`config.mk`:
```
export PLATFORM = sky130hd
export DESIGN_NAME = ssg_speed_ceiling_guard
export DESIGN_NICKNAME = d
export VERILOG_FILES = /design/src/ssg_pkg.sv /design/src/ssg_speed_ceiling_guard.sv
export SDC_FILE = /design/constraint.sdc
export NUM_CORES = 1
export LEC_CHECK = 0
export ABC_AREA = 1
export BUFFER_PORTS_ARGS = -buffer_cell sky130_fd_sc_hd__buf_2
export CELL_PAD_IN_SITES_DETAIL_PLACEMENT = 0
export CELL_PAD_IN_SITES_GLOBAL_PLACEMENT = 1
export CORE_ASPECT_RATIO = 1.2
export CORE_MARGIN = 2
export CORE_UTILIZATION = 46
export CTS_BUF_LIST = sky130_fd_sc_hd__clkbuf_8 sky130_fd_sc_hd__clkbuf_16
export DETAILED_ROUTE_END_ITERATION = 6
export PLACE_DENSITY_LB_ADDON = 0.1
export SLEW_MARGIN = 10
export SYNTH_ARGS = -nofsm -noshare
export SYNTH_HDL_FRONTEND = slang
export SYNTH_SLANG_ARGS = --single-unit
```
`constraint.sdc`:
```
create_clock -name clk -period 9.3 [get_ports clk]
set_clock_uncertainty 0.05 [all_clocks]
set_input_delay 1.395 -clock clk [delete_from_list [all_inputs] [get_ports clk]]
set_output_delay 1.395 -clock clk [all_outputs]
set_load 0.1 [all_outputs]
```
`src/ssg_pkg.sv`:
```
// constants, register map and carrier types of the speed ceiling guard
// assumes a single 250 MHz clock and a byte-addressed plain register port
package ssg_pkg;
	// timing
	localparam int CLK_NS          = 4;
	localparam int TICK_MS         = 1;
	localparam int NS_PER_MS       = 1000000;
	localparam int TICK_CYCLES_DEF = TICK_MS * NS_PER_MS / CLK_NS;
	localparam int MS_W            = 17;

	// register offsets (byte addresses)
	localparam logic [7:0] OFS_CTRL   = 8'h00;
	localparam logic [7:0] OFS_DELAY  = 8'h04;
	localparam logic [7:0] OFS_LIMIT  = 8'h08;
	localparam logic [7:0] OFS_PCT    = 8'h0c;
	localparam logic [7:0] OFS_WIDTH  = 8'h10;
	localparam logic [7:0] OFS_PERIOD = 8'h14;
	localparam logic [7:0] OFS_STATE  = 8'h18;
	localparam logic [7:0] OFS_STS    = 8'h1c;
	localparam logic [7:0] OFS_MASK   = 8'h20;

	// control field positions
	localparam int CTRL_PERM   = 0;
	localparam int CTRL_REPORT = 1;
	localparam int CTRL_AXIS   = 2;
	localparam int CTRL_TOL    = 3;
	localparam int CTRL_CLEAR  = 4;

	// values after reset, and the full percent scale
	localparam logic [MS_W-1:0] DELAY_RST  = 17'h00014;
	localparam logic [23:0]     LIMIT_RST  = 24'h0186a0;
	localparam logic [4:0]      PCT_RST    = 5'h01;
	localparam logic [MS_W-1:0] WIDTH_RST  = 17'h00064;
	localparam logic [MS_W-1:0] PERIOD_RST = 17'h003e8;
	localparam logic [6:0]      PCT_FULL   = 7'h64;

	typedef struct packed {
		logic            permanent;
		logic            report_only;
		logic            axis_sel;
		logic            tol_en;
		logic [MS_W-1:0] on_delay;
		logic [23:0]     limit;
		logic [4:0]      tol_pct;
		logic [MS_W-1:0] width_max;
		logic [MS_W-1:0] period_min;
	} ssg_cfg_t;

	typedef struct packed {
		logic overshoot;
		logic armed;
		logic fault;
	} ssg_evt_t;

	typedef enum logic [3:0] {
		ST_IDLE  = 4'b0001,
		ST_DELAY = 4'b0010,
		ST_ARMED = 4'b0100,
		ST_FAULT = 4'b1000
	} ssg_state_t;
endpackage : ssg_pkg

```
`src/ssg_speed_ceiling_guard.sv`:
```
// speed ceiling guard: arming delay, limit compare, tolerance window, status
// assumes speed inputs and request pin are synchronous to clk
//
// Notes on behaviour
// report-only variant never requests a braked stop
// request input low activates, high deactivates
// permanent mode ignores request, skips arming delay
// compare only after arming delay has expired
// delay expires on next tick boundary
// armed: compare speed with limit every cycle
// normal overshoot: stop request, range ok low
// range ok high only while armed and within
// stop goes to first or second axis
// tolerance widens the effective limit
// tolerance evaluation starts at first overshoot
// beyond tolerance: stop request, range ok low
// tolerance margin held as percent of limit
// overshoot may last at most width maximum
// overshoots spaced at least period minimum
// tolerate: below margin, short, widely spaced
// compare magnitude, both directions alike
//
// The implementer's own choices: the address-and-strobe port and the address map.
`timescale 1ns/1ps
module ssg_speed_ceiling_guard
	import ssg_pkg::*;
#(
	parameter int TICK_CYCLES = TICK_CYCLES_DEF
) (
	// clock and reset
	input  wire logic               clk,
	input  wire logic               nrst,
	// register port
	input  wire logic [7:0]         addr,
	input  wire logic [31:0]        wdata,
	input  wire logic               wr,
	input  wire logic               rd,
	output logic      [31:0]        rdata,
	// axis side
	input  wire logic signed [31:0] speed_first_axis,
	input  wire logic signed [31:0] speed_second_axis,
	input  wire logic               monitor_request_n,
	// outputs
	output logic                    range_ok_out,
	output logic      [1:0]         braked_stop_request,
	output logic                    irq
);

	ssg_cfg_t        cfg_q;
	ssg_state_t      state_q, state_d;
	ssg_evt_t        sts_q, mask_q, evt, sts_d;
	logic [31:0]     div_q;
	logic            tick_q;
	logic [MS_W-1:0] dcnt_q, width_q, since_q;
	logic            over_q, hard_q, over_prev_q, seen_q;
	logic            active, viol, over_rise, clr_cmd;
	logic [31:0]     mag;
	logic [39:0]     scaled_speed, scaled_lim;

	assign active  = cfg_q.permanent | ~monitor_request_n;
	assign clr_cmd = wr && addr == OFS_CTRL && wdata[CTRL_CLEAR];

	////////////////////////////////////////////////////////////////////////
	// millisecond tick
	always_ff @(posedge clk) begin
		if (!nrst) begin
			div_q  <= 32'h0;
			tick_q <= 1'b0;
		end else if (div_q == 32'(TICK_CYCLES - 1)) begin
			div_q  <= 32'h0;
			tick_q <= 1'b1;
		end else begin
			div_q  <= div_q + 32'h1;
			tick_q <= 1'b0;
		end
	end

	////////////////////////////////////////////////////////////////////////
	// configuration registers
	always_ff @(posedge clk) begin
		if (!nrst) begin
			cfg_q <= '{permanent: 1'b0, report_only: 1'b0, axis_sel: 1'b0, tol_en: 1'b0,
				on_delay: DELAY_RST, limit: LIMIT_RST, tol_pct: PCT_RST,
				width_max: WIDTH_RST, period_min: PERIOD_RST};
		end else if (wr) begin
			unique case (addr)
				OFS_CTRL: begin
					cfg_q.permanent   <= wdata[CTRL_PERM];
					cfg_q.report_only <= wdata[CTRL_REPORT];
					cfg_q.axis_sel    <= wdata[CTRL_AXIS];
					cfg_q.tol_en      <= wdata[CTRL_TOL];
				end
				OFS_DELAY:  cfg_q.on_delay   <= wdata[MS_W-1:0];
				OFS_LIMIT:  cfg_q.limit      <= wdata[23:0];
				OFS_PCT:    cfg_q.tol_pct    <= wdata[4:0];
				OFS_WIDTH:  cfg_q.width_max  <= wdata[MS_W-1:0];
				OFS_PERIOD: cfg_q.period_min <= wdata[MS_W-1:0];
				default: ;
			endcase
		end
	end

	////////////////////////////////////////////////////////////////////////
	// speed compare, one register stage
	always_comb begin
		mag = cfg_q.axis_sel ? speed_second_axis : speed_first_axis;
		if (mag[31])
			mag = 32'(-mag);
		scaled_speed = 40'(mag) * 40'(PCT_FULL);
		scaled_lim   = 40'(cfg_q.limit) * (40'(PCT_FULL) + 40'(cfg_q.tol_pct));
	end

	always_ff @(posedge clk) begin
		if (!nrst) begin
			over_q      <= 1'b0;
			hard_q      <= 1'b0;
			over_prev_q <= 1'b0;
		end else begin
			over_q      <= mag > 32'(cfg_q.limit);
			hard_q      <= scaled_speed > scaled_lim;
			over_prev_q <= over_q;
		end
	end

	assign over_rise = over_q & ~over_prev_q;

	// tolerance only forgives a bounded width and spacing of overshoots
	always_comb begin
		if (!cfg_q.tol_en)
			viol = over_q;
		else
			viol = hard_q | (over_q && width_q > cfg_q.width_max)
				| (over_rise && seen_q && since_q < cfg_q.period_min);
	end

	////////////////////////////////////////////////////////////////////////
	// tolerance timers, run only while armed
	always_ff @(posedge clk) begin
		if (!nrst || state_q != ST_ARMED) begin
			width_q <= '0;
			since_q <= '0;
			seen_q  <= 1'b0;
		end else begin
			if (!over_q)
				width_q <= '0;
			else if (tick_q && width_q != '1)
				width_q <= width_q + 1'b1;
			if (over_rise) begin
				since_q <= '0;
				seen_q  <= 1'b1;
			end else if (tick_q && since_q != '1) begin
				since_q <= since_q + 1'b1;
			end
		end
	end

	////////////////////////////////////////////////////////////////////////
	// arming sequence
	always_ff @(posedge clk) begin
		if (!nrst || state_q != ST_DELAY)
			dcnt_q <= '0;
		else if (tick_q)
			dcnt_q <= dcnt_q + 1'b1;
	end

	always_comb begin
		state_d = state_q;
		unique case (state_q)
			ST_IDLE:
				if (active)
					state_d = cfg_q.permanent ? ST_ARMED : ST_DELAY;
			ST_DELAY:
				if (!active)
					state_d = ST_IDLE;
				else if (tick_q && dcnt_q == cfg_q.on_delay)
					state_d = ST_ARMED;
			ST_ARMED:
				if (!active)
					state_d = ST_IDLE;
				else if (viol)
					state_d = ST_FAULT;
			ST_FAULT:
				if (!active)
					state_d = ST_IDLE;
				else if (clr_cmd)
					state_d = ST_ARMED;
			default:
				state_d = ST_IDLE;
		endcase
	end

	always_ff @(posedge clk) begin
		if (!nrst)
			state_q <= ST_IDLE;
		else
			state_q <= state_d;
	end

	////////////////////////////////////////////////////////////////////////
	// outputs
	always_ff @(posedge clk) begin
		if (!nrst) begin
			range_ok_out        <= 1'b0;
			braked_stop_request <= 2'h0;
		end else begin
			// an overshoot already present at arming must not flash a good ack
			range_ok_out <= state_d == ST_ARMED && !viol;
			// report-only keeps the axis running, only the ack drops
			braked_stop_request[0] <= state_d == ST_FAULT && !cfg_q.report_only && !cfg_q.axis_sel;
			braked_stop_request[1] <= state_d == ST_FAULT && !cfg_q.report_only && cfg_q.axis_sel;
		end
	end

	////////////////////////////////////////////////////////////////////////
	// interrupt status, set wins over write-one clear
	always_comb begin
		evt.fault     = state_q == ST_ARMED && state_d == ST_FAULT;
		evt.armed     = state_q != ST_ARMED && state_d == ST_ARMED;
		evt.overshoot = state_q == ST_ARMED && over_rise && cfg_q.tol_en;
		sts_d = sts_q;
		if (wr && addr == OFS_STS)
			sts_d = sts_d & ~ssg_evt_t'(wdata[2:0]);
		sts_d = sts_d | evt;
	end

	always_ff @(posedge clk) begin
		if (!nrst) begin
			sts_q  <= '0;
			mask_q <= '0;
			irq    <= 1'b0;
		end else begin
			sts_q <= sts_d;
			if (wr && addr == OFS_MASK)
				mask_q <= ssg_evt_t'(wdata[2:0]);
			irq <= |(sts_d & mask_q);
		end
	end

	////////////////////////////////////////////////////////////////////////
	// read data, valid only the cycle after the strobe
	always_ff @(posedge clk) begin
		if (!nrst || !rd) begin
			rdata <= 32'h0;
		end else begin
			unique case (addr)
				OFS_CTRL:   rdata <= {28'h0, cfg_q.tol_en, cfg_q.axis_sel, cfg_q.report_only, cfg_q.permanent};
				OFS_DELAY:  rdata <= 32'(cfg_q.on_delay);
				OFS_LIMIT:  rdata <= 32'(cfg_q.limit);
				OFS_PCT:    rdata <= 32'(cfg_q.tol_pct);
				OFS_WIDTH:  rdata <= 32'(cfg_q.width_max);
				OFS_PERIOD: rdata <= 32'(cfg_q.period_min);
				OFS_STATE:  rdata <= {24'h0, over_q, active, 2'h0, state_q};
				OFS_STS:    rdata <= 32'(sts_q);
				OFS_MASK:   rdata <= 32'(mask_q);
				default:    rdata <= 32'h0;
			endcase
		end
	end
endmodule : ssg_speed_ceiling_guard

```
# ---- After elaboration in Yosys (flattened, before gate mapping)
# Index checks and enable logic that the tools add are counted.
dict set report op_classes {
  eq_ne 20
  n_mul 2
  n_bitwise 12
  muxes 15
  n_reduce_logical 37
  add_sub_neg 6
  order_cmp 4
}
# op count
set op_table {}
lappend op_table {{24-bit case mux with 9 select lines} 1}
lappend op_table {{32-bit two-way mux} 2}
lappend op_table {{17-bit by 1-bit adder with 17-bit output, second input constant} 3}
lappend op_table {{39-bit by 32-bit greater-than comparator with 1-bit output} 1}
lappend op_table {{32-bit by 5-bit multiplier with 37-bit output, second input constant} 1}
lappend op_table {{17-bit inequality test, second input constant} 2}
lappend op_table {{32-bit by 1-bit adder with 32-bit output, second input constant} 1}
lappend op_table {{32-bit by 18-bit equality test with 1-bit output, second input constant} 1}
lappend op_table {{8-bit by 5-bit equality test with 1-bit output, second input constant} 4}
lappend op_table {{32-bit by 24-bit greater-than comparator with 1-bit output} 1}
lappend op_table {{24-bit by 8-bit multiplier with 32-bit output} 1}
lappend op_table {{32-bit negator} 1}
lappend op_table {{4-bit two-way mux} 7}
lappend op_table {{1-bit logical AND} 18}
lappend op_table {{17-bit equality test} 1}
lappend op_table {{17-bit greater-than comparator} 1}
lappend op_table {{17-bit less-than comparator} 1}
lappend op_table {{8-bit by 4-bit equality test with 1-bit output, second input constant} 2}
lappend op_table {{4-bit case mux with 4 select lines} 1}
lappend op_table {{2-bit AND reduction} 6}
lappend op_table {{7-bit by 5-bit adder with 8-bit output, first input constant} 1}
lappend op_table {{4-bit by 3-bit equality test with 1-bit output, second input constant} 2}
lappend op_table {{4-bit equality test, second input constant} 2}
lappend op_table {{8-bit by 3-bit equality test with 1-bit output, second input constant} 1}
lappend op_table {{other kinds (18)} 34}
dict set report word_totals {
  elab_cells 125
  register_bits 218
}

# ---- Longest topological paths before layout
dict set report depth {
  ltp_word 14
  depth_mapped 45
  depth_no_buf 43
}

# ---- Least setup slack after synthesis
# OpenSTA, ideal clock, no wires.
dict set report synth_path {
  path_type {input to register}
  start {input speed_first_axis[1]}
  end {register hard_q}
  path_stages 39
  setup_time_ns 0.128
  t_required_ns 9.122
  path_buffers 0
  arrival_ns 6.373
  setup_slack_ns 2.749
  path_cell_list {or2_1 > o21ai_4 > ha_1 > nand3_1 > nor2_1 > nand2_2 > nor2_4 > inv_1 > o21ai_1 > xor2_1 > inv_1 > ha_1 > ha_1 > inv_1 > fa_1 > inv_1 > ha_1 > nand2_1 > (+3 left out) > nand3_1 > nand3_1 > nand2_1 > nand2_1 > a21boi_0 > o21ai_0 > xor2_1 > ha_1 > nand2_1 > nor2_1 > nor4_1 > nand2_1 > nand2_1 > nand2_1 > nand2_1 > nand3_1 > nor2_1 > nor2_1}
}
dict set report synth_between {
  elab_chain_len 5
}
# item line
set synth_rtl {}
lappend synth_rtl {{from (decl)} ssg_speed_ceiling_guard.sv:40} ;# input wire logic signed [31:0] speed_first_axis,
lappend synth_rtl {{32-bit two-way mux (*)} ssg_speed_ceiling_guard.sv:106} ;# mag = cfg_q.axis_sel ? speed_second_axis : speed_first_axis;
lappend synth_rtl {{32-bit negator} ssg_speed_ceiling_guard.sv:108} ;# mag = 32'(-mag);
lappend synth_rtl {{32-bit two-way mux (*)} ssg_speed_ceiling_guard.sv:107} ;# if (mag[31])
lappend synth_rtl {{32-bit by 5-bit multiplier with 37-bit output (*)} ssg_speed_ceiling_guard.sv:109} ;# scaled_speed = 40'(mag) * 40'(PCT_FULL);
lappend synth_rtl {{39-bit by 32-bit greater-than comparator with 1-bit output (*)} ssg_speed_ceiling_guard.sv:120} ;# hard_q <= scaled_speed > scaled_lim;
lappend synth_rtl {{to (signal assigned)} ssg_speed_ceiling_guard.sv:120}
lappend synth_rtl {{to (decl)} ssg_speed_ceiling_guard.sv:55} ;# logic over_q, hard_q, over_prev_q, seen_q;
# Mark *: on every way between the ends. The rest lies on a longest branch, timed or not.
# A chain may end at the register's enable or synchronous reset.

# ---- Worst setup path in the final report
dict set report layout_path {
  start {register cfg_q[81] (netlist name)}
  end {register hard_q}
}
dict set report layout_between {
  elab_chain_len 5
}
# item line
set layout_rtl {}
lappend layout_rtl {{from (decl)} ssg_speed_ceiling_guard.sv:49} ;# ssg_cfg_t cfg_q;
lappend layout_rtl {{from (signal assigned)} ssg_speed_ceiling_guard.sv:82} ;# cfg_q <= '{permanent: 1'b0, report_only: 1'b0, axis_sel: 1'b0, tol_en: 1'b0,
lappend layout_rtl {{32-bit two-way mux (*)} ssg_speed_ceiling_guard.sv:106}
lappend layout_rtl {{32-bit negator} ssg_speed_ceiling_guard.sv:108}
lappend layout_rtl {{32-bit two-way mux (*)} ssg_speed_ceiling_guard.sv:107}
lappend layout_rtl {{32-bit by 5-bit multiplier with 37-bit output (*)} ssg_speed_ceiling_guard.sv:109}
lappend layout_rtl {{39-bit by 32-bit greater-than comparator with 1-bit output (*)} ssg_speed_ceiling_guard.sv:120}
# Marked as above.

==> metrics.yaml <==
global_routing:
  gr-usage-met1_pct: 35.35
  grt_use_total_pct: 28.86
  grt_overflow: 0
  grt_pass1_vias: 20803
  top_usage_layer: "met2"
  use_met2_pct: 49.55
  antenna_found_initial: 2
  gr-usage-met3_pct: 4.656
  grt_max_degree: 49
  grt_pass1_wl_mm: 112.7
timing:
  final.min_clock_period_ns: 7.767
  relSlewSlack_pct: 22.87
  rsz0062_at_grt: "false"
  slew_violations: 0
  setup_slack_ns: 1.533
  holdWs_ns: 0.3979
  tns_ns: 0
  tightest_slew_ns: 1.155
  max_clock_freq_ghz: 0.1287
  hold_viol_final: 0
  setup_violations: 0
  finalCritPeriodShare_pct: 83.52
setup_path:
  r2r_start: "cfg_q[81]$_SDFFE_PN0P_"
  path_class: "reg2reg"
  ff2ff_path_depth: 33
  crit_top_cell: "nand2_1"
  start_kind: "flop"
  reg2reg_to: "hard_q$_SDFF_PN0_"
  path_depth: 33
  ff2ff_setup_slack_ns: 1.53
  worstPathRequired_ns: 9.67
  path_max_fanout: 33
  cp_top_family: "simple AND/OR/NAND/NOR gates"
  cpPeakStageDelay_ns: 0.74
  slowest_stage: "dfxtp_2"
  crit_path_end_kind: "flop"
  crit_buf_inv: 5
  worstPathArrival_ns: 8.13
cts:
  cts_resized: 0
  cts_max_path_buffers: 3
  htree_levels: 1
  cts.sinks: 210
  cts_setup_buffers: 0
  clk_latency_ns: 0.56
  ctsHoldBuffers: 0
  clkTransAtPathRegs_ns: 0.06
  ctsRootBufferMaster: "clkbuf_16"
  numCtsBuffers: 24
  cts_tree: "built"
die:
  row_count: 88
  core-area_mm2: 0.04823
  die_area_mm2: 0.05080
  die_h_um: 246.5
  die_w_um: 206.1
  start_util_pct: 46.75
  io_pins: 145
detailed_routing:
  drc_errors: 0
  ant_nets: 0
  wirelength_mm: 72.30
  first_iter_violations: 1445
  dr.pass1.iters: 6
  vias: 20775
  routedWlPerCell_um: 18.28
  vias_per_cell: 5.252
yosys:
  ys_types: 67
  synth_edf_count: 0
  yosys_warnings: 0
  async_flop_share_pct: 0
  synth_area_mm2: 0.02254
  ys_ff_latch: 210
  syn_area_per_cell_um2: 7.027
  yosys_most_used_dff: "dfxtp_1"
  synthCells: 3208
  ys_seq_area_share_pct: 18.65
min_path:
  hold_path_class: "reg2reg"
  min_path_cells: 1
  worst_hold_path.endpoint: "div_q[0]$_SDFF_PP0_"
  hp-start: "div_q[0]$_SDFF_PP0_"
placed_design:
  dp_slack_ns: 1.174
  place_congestion: 0.9564
  hpwl_mm: 60.89
  dpl.cell_count: 3913
  postPlaceCellArea_mm2: 0.02378
  port_buffers: 128
power:
  ir_worst_vdd_mv: 0.1085
  leakage_nw: 12.45
  p_per_area_mw_per_mm2: 147.3
cells_and_area:
  nets: 3831
  area_growth_pct: 9.052
  fin_cells: 3956
  num_antenna_cells: 0
  drive_gt1_share_pct: 7.937
  n_fill_cell: 4921
  finish.instance_area_mm2: 0.02458
status:
  outcome: "finished clean"
job:
  cap_violations: 0
metal layers:
| layer | vias to the layer above | part of all wire [%] |
|---|---|---|
| li1 | 10311 | - |
| met1 | 9772 | 41 |
| met2 | 555 | 48 |
| met3 | 133 | 5.9 |
| met4 | 4 | 5.1 |
| met5 | - | 0.036 |
final cells by class:
class | count | area (um2) | share of cell area (%)
inverter | 712 | 2675 | 10.88
timing repair buffer | 145 | 768.2 | 3.125
clock inverter | 14 | 138.9 | 0.5649
tap | 630 | 788.3 | 3.206
multi-input combinational | 2216 | 15340 | 62.40
sequential | 210 | 4205 | 17.11
clock buffer | 29 | 669.4 | 2.723
metrics by stage:
step | power [W] | util (%)
floorplan | 0.002200 | -
global placement | 0.002636 | 49.30
detailed placement | 0.002662 | 49.30
CTS | 0.003650 | 50.98
global route | 0.003923 | 50.98
finish | 0.003620 | 50.98
where the power goes:
| part | total (W) | internal (W) | switching (W) |
|---|---|---|---|
| sequential | 0.000906 | 0.000903 | 0.00000323 |
| clock | 0.000985 | 0.000569 | 0.000415 |
| combinational | 0.00173 | 0.000632 | 0.00110 |
cell usage in the layout (no fill, tap or decap), types with 5 or more instances in the layout:
master     instances
a21o_1             8
nand3_1           84
clkinv_1           7
clkbuf_16         24
a221oi_1          13
o211ai_1          17
a21oi_1          240
nor2_1           277
nand3b_1           7
nor2_2            10
or2_1             14
fa_1             159
nor4_1            21
clkbuf_8           5
nor3_1            53
xnor2_1           38
o21ai_0          160
nor3b_1            7
o21ai_1           10
inv_1            690
buf_2            128
a31oi_1           13
o22ai_1           22
buf_4             17
or2_2             11
a211oi_1           5
o21a_1            12
o21bai_1          12
nand2_1          593
inv_2             18
dfxtp_1          209
ha_1             254
o21ai_2           12
nand4_1           43
conb_1             8
nand2_2            5
xor2_1            58
cells in the mapped netlist (8+ instances only):
library cell / instances / area share [%]
inv_1: 686 / 11
nand2_1: 593 / 9.9
nor2_1: 278 / 4.6
ha_1: 254 / 14
a21oi_1: 240 / 5.3
dfxtp_1: 210 / 19
o21ai_0: 160 / 3.6
fa_1: 159 / 14
nand3_1: 84 / 1.9
xor2_1: 58 / 2.3
clkbuf_1: 53 / 0.88
nor3_1: 53 / 1.2
nand4_1: 43 / 1.2
xnor2_1: 38 / 1.5
o22ai_1: 22 / 0.61
nor4_1: 21 / 0.58
inv_2: 18 / 0.30
o211ai_1: 17 / 0.57
or2_1: 14 / 0.39
a221oi_1: 13 / 0.51
a31oi_1: 13 / 0.36
o21a_1: 12 / 0.40
o21ai_2: 12 / 0.47
o21bai_1: 12 / 0.40
or2_2: 11 / 0.31
o21ai_1: 10 / 0.22
buf_4: 9 / 0.30
nor2_2: 9 / 0.25
a21o_1: 8 / 0.27
logic make-up (layout without fill, tap and decap cells):
group / after synthesis / count (layout) / share of synthesized area, %
compound gates: 547 / 547 / 13.85
other cells: 1 / 8 / 0.01663
fa+ha+maj: 413 / 413 / 28.22
flops: 210 / 210 / 18.65
xor+xnor: 98 / 98 / 3.874
mux: 1 / 1 / 0.04440
simple gates: 1149 / 1149 / 21.88
buf+inv: 789 / 900 / 13.47
registers in the layout, summed over array words and instances (netlist names), 3 cells and up:
signal,count
cfg_q,84
dcnt_q,17
div_q,32
mask_q,3
rdata,24
since_q,17
state_q,4
sts_q,3
width_q,17
how the worst max path moves through the flow:
stage                           start           endpoint
2_1_floorplan     speed_first_axis[1]  hard_q$_SDFF_PN0_
3_3_place_gp    speed_second_axis[31]  hard_q$_SDFF_PN0_
3_5_place_dp    speed_second_axis[31]  hard_q$_SDFF_PN0_
4_1_cts        cfg_q[81]$_SDFFE_PN0P_  hard_q$_SDFF_PN0_
5_1_grt        cfg_q[81]$_SDFFE_PN0P_  hard_q$_SDFF_PN0_
6_report       cfg_q[81]$_SDFFE_PN0P_  hard_q$_SDFF_PN0_
Power figures use the tool's default switching activity.
